[config.mk]
export PLATFORM = sky130hd
export DESIGN_NAME = isl_intr_status
export DESIGN_NICKNAME = d
export VERILOG_FILES = /design/src/logic/isl_pkg.sv /design/src/logic/isl_intr_status.sv
export SDC_FILE = /design/constraint.sdc
export NUM_CORES = 1
export LEC_CHECK = 0
export ABC_AREA = 0
export ABC_CLOCK_PERIOD_IN_PS = 3300
export BUFFER_PORTS_ARGS = -buffer_cell sky130_fd_sc_hd__buf_2
export CAP_MARGIN = 20
export CORE_MARGIN = 5
export CORE_UTILIZATION = 49
export CTS_BUF_LIST = sky130_fd_sc_hd__clkbuf_8 sky130_fd_sc_hd__clkbuf_16
export CTS_CLUSTER_SIZE = 30
export DETAILED_ROUTE_END_ITERATION = 6
export PLACE_DENSITY = 0.86
export SLEW_MARGIN = 10
export SYNTH_ARGS = -nofsm -noshare
export SYNTH_HDL_FRONTEND = slang
export SYNTH_SLANG_ARGS = --single-unit
[constraint.sdc]
create_clock -name CORE_CLK -period 3.3 [get_ports CORE_CLK]
set_input_delay 0.495 -clock CORE_CLK [delete_from_list [all_inputs] [get_ports CORE_CLK]]
set_output_delay 0.495 -clock CORE_CLK [all_outputs]
set_load 0.005 [all_outputs]
[src/logic/isl_pkg.sv]
package isl_pkg;

    // ****************************************
    // register map and widths
    // ****************************************
    localparam logic [31:0] INTR_STATUS_OFFSET = 32'h5000152c;
    localparam logic [15:0] INTR_STATUS_RESET  = 16'h0000;
    localparam int unsigned STAT_W             = 16;
    localparam int unsigned RSVD_W             = 4;
    localparam int unsigned FIFO_DEPTH         = 32;
    localparam int unsigned LVL_W              = 6;
    localparam int unsigned BYTE_W             = 8;
    localparam int unsigned ABRT_W             = 16;
    localparam int unsigned BUF_DEPTH          = 2;
    localparam int unsigned BUF_CNT_W          = 2;
    localparam int unsigned BUF_PTR_W          = 1;

    // ****************************************
    // status word, bit 15 down to bit 0
    // ****************************************
    typedef struct packed {
        logic [RSVD_W-1:0] rsvd;
        logic              general_call_seen;
        logic              start_seen;
        logic              stop_seen;
        logic              activity;
        logic              rx_done;
        logic              transmit_abort_flag;
        logic              rd_req;
        logic              tx_empty;
        logic              tx_over;
        logic              rx_full;
        logic              rx_over;
        logic              rx_under;
    } isl_stat_t;

    // one-cycle events from the bus engine, activity is a level
    typedef struct packed {
        logic gen_call_ack;
        logic start;
        logic stop;
        logic activity;
        logic slv_tx_nack;
        logic tx_abort;
        logic rd_req;
    } isl_ev_t;

    // one-cycle read strobes of the clear registers
    typedef struct packed {
        logic general_call_clear;
        logic start_clear;
        logic stop_clear;
        logic activity_clear_reg;
        logic rx_done_clear;
        logic abort_clear_reg;
        logic read_request_clear;
        logic tx_over_clear;
        logic rx_over_clear;
        logic rx_under_clear;
        logic combined_interrupt_clear;
    } isl_clr_t;

endpackage

[src/logic/isl_intr_status.sv]
`timescale 1ns/10ps
module isl_intr_status
(
    input  wire logic                          CORE_CLK,
    input  wire logic                          RESET_N,
    input  wire isl_pkg::isl_ev_t              EVENTS,
    input  wire logic [isl_pkg::ABRT_W-1:0]    ABORT_CAUSE,
    input  wire isl_pkg::isl_clr_t             CLEAR_RD,
    input  wire logic                          CTRL_ENABLE,
    input  wire logic                          ENABLE_INTERNAL,
    input  wire logic                          FSM_ACTIVE,
    input  wire logic [isl_pkg::LVL_W-1:0]     TX_LEVEL,
    input  wire logic [isl_pkg::LVL_W-1:0]     TX_THRESHOLD,
    input  wire logic [isl_pkg::LVL_W-1:0]     RX_LEVEL,
    input  wire logic [isl_pkg::LVL_W-1:0]     RX_THRESHOLD,
    input  wire logic                          DCMD_WRITE,
    input  wire logic                          DCMD_READ,
    input  wire isl_pkg::isl_stat_t            INTR_MASK,
    input  wire logic                          RX_BYTE_VALID,
    output      logic                          RX_BYTE_READY,
    input  wire logic [isl_pkg::BYTE_W-1:0]    RX_BYTE_DATA,
    output      logic                          RXF_VALID,
    input  wire logic                          RXF_READY,
    output      logic [isl_pkg::BYTE_W-1:0]    RXF_DATA,
    output      isl_pkg::isl_stat_t            INTR_STATUS,
    output      isl_pkg::isl_stat_t            RAW_STATUS,
    output      logic [isl_pkg::ABRT_W-1:0]    ABORT_REASON,
    output      logic                          TX_FLUSH,
    output      logic                          TX_ACCEPT,
    output      logic                          RX_FLUSH,
    output      logic                          SCL_HOLD_LOW
);
    import isl_pkg::*;

    // ****************************************
    // helpers
    // ****************************************

    // set has priority so an event in the clear cycle survives
    function automatic logic sticky(input logic set, input logic clr, input logic q);
        sticky = set | (q & ~clr);
    endfunction

    function automatic logic is_full(input logic [LVL_W-1:0] lvl);
        is_full = (lvl == LVL_W'(FIFO_DEPTH));
    endfunction

    // ****************************************
    // declarations
    // ****************************************
    logic                  gen_call_q;
    logic                  start_q;
    logic                  stop_q;
    logic                  activity_q;
    logic                  rx_done_q;
    logic                  tx_abrt_q;
    logic                  rd_req_q;
    logic                  tx_empty_q;
    logic                  tx_over_q;
    logic                  rx_full_q;
    logic                  rx_over_q;
    logic                  rx_under_q;
    logic [ABRT_W-1:0]     abort_reason_q;
    isl_stat_t             stat_q;
    isl_stat_t             raw;
    logic                  clr_all;
    logic                  disabled;
    logic [BYTE_W-1:0]     buf_mem [BUF_DEPTH];
    logic [BUF_PTR_W-1:0]  wr_ptr_q;
    logic [BUF_PTR_W-1:0]  rd_ptr_q;
    logic [BUF_CNT_W-1:0]  cnt_q;
    logic [BUF_CNT_W-1:0]  cnt_d;
    logic                  arrive;
    logic                  no_room;
    logic                  push;
    logic                  pop;
    logic [LVL_W:0]        rx_total;

    assign clr_all  = CLEAR_RD.combined_interrupt_clear;
    assign disabled = ~ENABLE_INTERNAL;

    // ****************************************
    // bus condition flags
    // ****************************************
    always_ff @(posedge CORE_CLK or negedge RESET_N)
    begin
        if (!RESET_N)
        begin
            gen_call_q <= 1'b0;
            start_q    <= 1'b0;
            stop_q     <= 1'b0;
            activity_q <= 1'b0;
            rx_done_q  <= 1'b0;
        end
        else
        begin
            gen_call_q <= sticky(EVENTS.gen_call_ack,
                                 CLEAR_RD.general_call_clear | clr_all | disabled,
                                 gen_call_q);
            start_q    <= sticky(EVENTS.start,
                                 CLEAR_RD.start_clear | clr_all, start_q);
            stop_q     <= sticky(EVENTS.stop,
                                 CLEAR_RD.stop_clear | clr_all, stop_q);
            activity_q <= sticky(EVENTS.activity,
                                 CLEAR_RD.activity_clear_reg | clr_all | disabled,
                                 activity_q);
            rx_done_q  <= sticky(EVENTS.slv_tx_nack,
                                 CLEAR_RD.rx_done_clear | clr_all, rx_done_q);
        end
    end

    // ****************************************
    // transmit abort and read request
    // ****************************************
    always_ff @(posedge CORE_CLK or negedge RESET_N)
    begin
        if (!RESET_N)
        begin
            tx_abrt_q      <= 1'b0;
            abort_reason_q <= '0;
        end
        else
        begin
            tx_abrt_q <= sticky(EVENTS.tx_abort,
                                CLEAR_RD.abort_clear_reg | clr_all, tx_abrt_q);
            if (EVENTS.tx_abort)
            begin
                abort_reason_q <= ABORT_CAUSE;
            end
        end
    end

    // the bus stays stretched until software acknowledges the request
    always_ff @(posedge CORE_CLK or negedge RESET_N)
    begin
        if (!RESET_N)
        begin
            rd_req_q <= 1'b0;
        end
        else
        begin
            rd_req_q <= sticky(EVENTS.rd_req,
                               CLEAR_RD.read_request_clear | clr_all, rd_req_q);
        end
    end

    // ****************************************
    // threshold flags
    // ****************************************
    always_ff @(posedge CORE_CLK or negedge RESET_N)
    begin
        if (!RESET_N)
        begin
            tx_empty_q <= 1'b0;
            rx_full_q  <= 1'b0;
        end
        else
        begin
            if (!CTRL_ENABLE)
            begin
                // flushed fifo looks empty, but only matters while engines run
                tx_empty_q <= FSM_ACTIVE;
                rx_full_q  <= 1'b0;
            end
            else
            begin
                // one cycle behind the levels, cheaper than a comb path out
                tx_empty_q <= (TX_LEVEL <= TX_THRESHOLD);
                rx_full_q  <= (RX_LEVEL >= RX_THRESHOLD);
            end
        end
    end

    // ****************************************
    // overflow and underflow flags
    // ****************************************
    always_ff @(posedge CORE_CLK or negedge RESET_N)
    begin
        if (!RESET_N)
        begin
            tx_over_q  <= 1'b0;
            rx_over_q  <= 1'b0;
            rx_under_q <= 1'b0;
        end
        else
        begin
            // a late write in the clear cycle still reports
            tx_over_q  <= sticky(DCMD_WRITE & is_full(TX_LEVEL),
                                 CLEAR_RD.tx_over_clear | clr_all | disabled,
                                 tx_over_q);
            rx_over_q  <= sticky(arrive & no_room,
                                 CLEAR_RD.rx_over_clear | clr_all | disabled,
                                 rx_over_q);
            rx_under_q <= sticky(DCMD_READ & (RX_LEVEL == '0),
                                 CLEAR_RD.rx_under_clear | clr_all | disabled,
                                 rx_under_q);
        end
    end

    // ****************************************
    // receive byte buffer
    // ****************************************

    // bytes in the buffer count toward the fifo so the full test is honest
    assign rx_total      = {1'b0, RX_LEVEL} + (LVL_W+1)'(cnt_q);
    // a dropped byte is still accepted so the bus never stalls on it
    assign no_room       = (rx_total >= (LVL_W+1)'(FIFO_DEPTH));
    assign RX_BYTE_READY = (cnt_q != BUF_CNT_W'(BUF_DEPTH));
    assign arrive        = RX_BYTE_VALID & RX_BYTE_READY;
    // every accepted byte with room is pushed while enabled, general call data included
    assign push          = arrive & ~no_room & CTRL_ENABLE;
    assign pop           = RXF_VALID & RXF_READY;
    assign RXF_VALID     = (cnt_q != '0);

    always_comb
    begin
        cnt_d = cnt_q;
        if (push && !pop)
        begin
            cnt_d = cnt_q + BUF_CNT_W'(1);
        end
        else if (pop && !push)
        begin
            cnt_d = cnt_q - BUF_CNT_W'(1);
        end
    end

    always_ff @(posedge CORE_CLK or negedge RESET_N)
    begin
        if (!RESET_N)
        begin
            wr_ptr_q <= '0;
            rd_ptr_q <= '0;
            cnt_q    <= '0;
        end
        else if (!CTRL_ENABLE)
        begin
            wr_ptr_q <= '0;
            rd_ptr_q <= '0;
            cnt_q    <= '0;
        end
        else
        begin
            if (push)
            begin
                wr_ptr_q <= wr_ptr_q + BUF_PTR_W'(1);
            end
            if (pop)
            begin
                rd_ptr_q <= rd_ptr_q + BUF_PTR_W'(1);
            end
            cnt_q <= cnt_d;
        end
    end

    always_ff @(posedge CORE_CLK or negedge RESET_N)
    begin
        if (!RESET_N)
        begin
            buf_mem[0] <= '0;
            buf_mem[1] <= '0;
        end
        else if (push)
        begin
            buf_mem[wr_ptr_q] <= RX_BYTE_DATA;
        end
    end

    assign RXF_DATA = buf_mem[rd_ptr_q];

    // ****************************************
    // status view
    // ****************************************
    always_comb
    begin
        raw                     = '0;
        raw.general_call_seen   = gen_call_q;
        raw.start_seen          = start_q;
        raw.stop_seen           = stop_q;
        raw.activity            = activity_q;
        raw.rx_done             = rx_done_q;
        raw.transmit_abort_flag = tx_abrt_q;
        raw.rd_req              = rd_req_q;
        raw.tx_empty            = tx_empty_q;
        raw.tx_over             = tx_over_q;
        raw.rx_full             = rx_full_q;
        raw.rx_over             = rx_over_q;
        raw.rx_under            = rx_under_q;
    end

    // no write path exists: the word is only ever derived
    always_ff @(posedge CORE_CLK or negedge RESET_N)
    begin
        if (!RESET_N)
        begin
            stat_q <= INTR_STATUS_RESET;
        end
        else
        begin
            // masking after the flags, so a masked event still latches
            stat_q      <= raw & INTR_MASK;
            stat_q.rsvd <= '0;
        end
    end

    assign INTR_STATUS  = stat_q;
    assign RAW_STATUS   = raw;
    assign ABORT_REASON = abort_reason_q;

    // ****************************************
    // fifo and bus side controls
    // ****************************************
    // abort flush outlives the event until software reads the clear
    assign TX_FLUSH     = tx_abrt_q | ~CTRL_ENABLE;
    assign TX_ACCEPT    = ~tx_abrt_q;
    assign RX_FLUSH     = ~CTRL_ENABLE;
    assign SCL_HOLD_LOW = rd_req_q;

endmodule

==> metrics.txt <==
Tot GR Track Use=between 10% and 20%; slowest CP cell=dfrtp_1; total of fill cells in the finished design=469; non-filler cells, final=about 460; Synth Area in XOR/XNOR=0.601%; proportion of layout cells with a drive suffix above 1=around 53%; Post-Syn Instances=between 200 and 250; CP Data Required Time=~3.5 ns; Pwr per Cell Area=494 mW/mm^2; Max Transition Viols Final=0; Most used DFF post-synth=dfrtp_1; post-synthesis adder-cell area fraction=between 6 and 7%; clock root buffer=clkbuf_8; crit path DAT=between 2 and 3 ns; Worst-Skew Late Latency=roughly 0.33 ns; post-synthesis simple-gate area fraction=~11%; crit-path cells=ha_1 -> fa_1 -> nand2b_1 -> mux2_4 -> nor3b_4 -> mux2_2; commonest non-fill, non-tap cell in the layout=buf_2; DRT iter0 DRCs=28; dpl cells=439; PostCTS Resize Cnt=0; Worst path top cell family by delay=multiplexers; Die Span Y=slightly below 90 um; clock slew at reported path FFs=0.07 ns; largest net degree at the start of global routing=37; Final ANT Viol Nets=0; Final #Nets=a little under 500; drt pass-1 iters=4; Worst Clk Skew=between 0.004 and 0.005 ns; nature of the critical path endpoint=flip-flop; clock tree buffer depth=2; setup violators final=0; minimum clock period=approximately 2.5 ns; most frequent cells in the layout=buf_2, dfrtp_1, mux2_2; clock sinks=60; ANT cells=0; Period Utilization, post-route=between 70 and 80%; Critical R2R Launch=cnt_q[0]; Setup crit start=cnt_q[0]; DP HPWL=about 5300 um; site row count=28; critical path type=flip-flop to flip-flop; Final Hold Viols=0; Synth Area per Inst=between 10 and 15 um^2; TNS Setup=0 ns; wire length per cell=14.2 um; Worst Max-Slew Pin Slew=around 0.55 ns; hold_buf cts=0; starting density of the core=49.8%; worst hold slack=0.143 ns; mux share of post-synthesis cell area=16.0%; number of global-route vias before repair=roughly 2200; VDD IR max=about 0.00026 V; compound-gate portion of the synthesized area=under 10%; Routability Congestion=between 0.7 and 0.8; Post-synth ARST share=100%; DR DRC count=0; Area growth, synth to finish=29.5%; status=finished clean; CTS buffer count=9; Post-synth EDFFs=0; die area=about 0.0076 mm^2; Seq/Total Area, Yosys=between 50% and 60%; grt total ovfl=0; Max stage delay on crit path=roughly 0.47 ns; Slew HR=between 60% and 70%; number of max-cap violations=0; RSZ-0062 raised after global routing=no; largest family of logic cells by synthesized area=multiplexers; initial antenna violation count=0; Worst Path Buf+Inv=0; leakage power=2.01 nW; Mapped Area=0.00291 mm^2; CTS tree=built; Core ar.=0.00585 mm^2; Synth warnings=0; H-tree depth=3; Setup Fix Bufs, Post-CTS=0; Tightest Hold Check Type=primary input to asynchronous set/reset pin; first-pass GRT wire length=about 10000 um; Chip Width=87.1 um; startpoint types=flip-flop; Max Fclk=0.402 GHz; Synth cell types=38; Vias=roughly 2200; Vias/cell=between 4 and 5; port bufs=140; number of I/O pins=153; final wirelength=approximately 6500 um; CP Max Fanout=9; synthesis-stage register bit count=60
==> layer usage <==
metal  vias up  GRT usage (%)  part of all wire, %
li1       1058              -                    -
met1      1012           20.2                   39
met2       106           30.0                   48
met3        14           4.82                   11
met4         0           8.37                  1.7
met5         -              0                    0
==> synth_stat cells (all sizes together), types with 3 or more instances <==
cell type  number  share of area, %
nand2b          3              0.64
dfrtp          60                52
nor2           12               1.5
mux2           41                16
o21ai           4              0.69
clkbuf          3              0.43
nand3           7               1.2
inv            18               2.3
buf            22               5.5
nand2           4              0.52
a21o            6               1.5
nor2b           3              0.64
a21oi           6               1.0
nand3b          3              0.77
ha             14               6.0
and2           13               2.8
==> cell families (layout without fill, tap and decap cells) <==
family / Yosys count / after routing
AO/OA/AOI/OAI: 26 / 26
AND/OR/NAND/NOR: 53 / 53
buffers and inverters: 43 / 175
XOR/XNOR: 2 / 2
multiplexers: 41 / 41
adder cells (fa/ha/maj): 15 / 15
other: 1 / 8
flip-flops: 60 / 60
==> through the flow <==
| stage | instance area (um^2) | setup slack, ns | power, mW | utilization, % |
|---|---|---|---|---|
| finish | 3770 | 0.812 | 1.86 | 64.5 |
| global route | 3770 | 0.685 | 1.97 | 64.5 |
| CTS | 3770 | 0.794 | 1.89 | 64.5 |
| detailed placement | 3570 | 0.686 | 1.23 | 61.0 |
| global placement | 3570 | 0.714 | 1.21 | 61.0 |
| floorplan | 2940 | 0.978 | 1.08 | - |
==> flip-flops by register name, indices dropped and copies added (netlist names), 2 cells and up <==
| signal | count |
|---|---|
| ABORT_REASON | 16 |
| INTR_STATUS | 12 |
| buf_mem | 16 |
| cnt_q | 2 |
==> final timing paths <==
kind,end,slack (ns),cells past startpoint
max in group asynchronous,ABORT_REASON[5],2.31,2
min in group CORE_CLK,tx_abrt_q,0.34,2
min reg2reg,INTR_STATUS[2],0.49,1
min,buf_mem[3],0.14,1
max reg2reg,buf_mem[4],0.81,6
max,buf_mem[4],0.81,6
==> power breakdown <==
| group | leakage [nW] | internal (mW) | total (mW) | switching, mW |
|---|---|---|---|---|
| combinational | 1.17 | 0.197 | 0.337 | 0.140 |
| sequential | 0.738 | 0.826 | 0.876 | 0.0503 |
| clock | 0.0983 | 0.367 | 0.650 | 0.283 |
==> final cells by class <==
type | instances | area (um^2) | area share (%)
clock buffer | 10 | 138 | 3.65
multi-input combinational | 145 | 1200 | 31.8
inverter | 18 | 67.6 | 1.79
timing repair buffer | 141 | 708 | 18.8
tap | 75 | 93.8 | 2.49
clock inverter | 6 | 63.8 | 1.69
sequential | 60 | 1500 | 39.8
No activity file was read; power rests on OpenSTA's default activity.
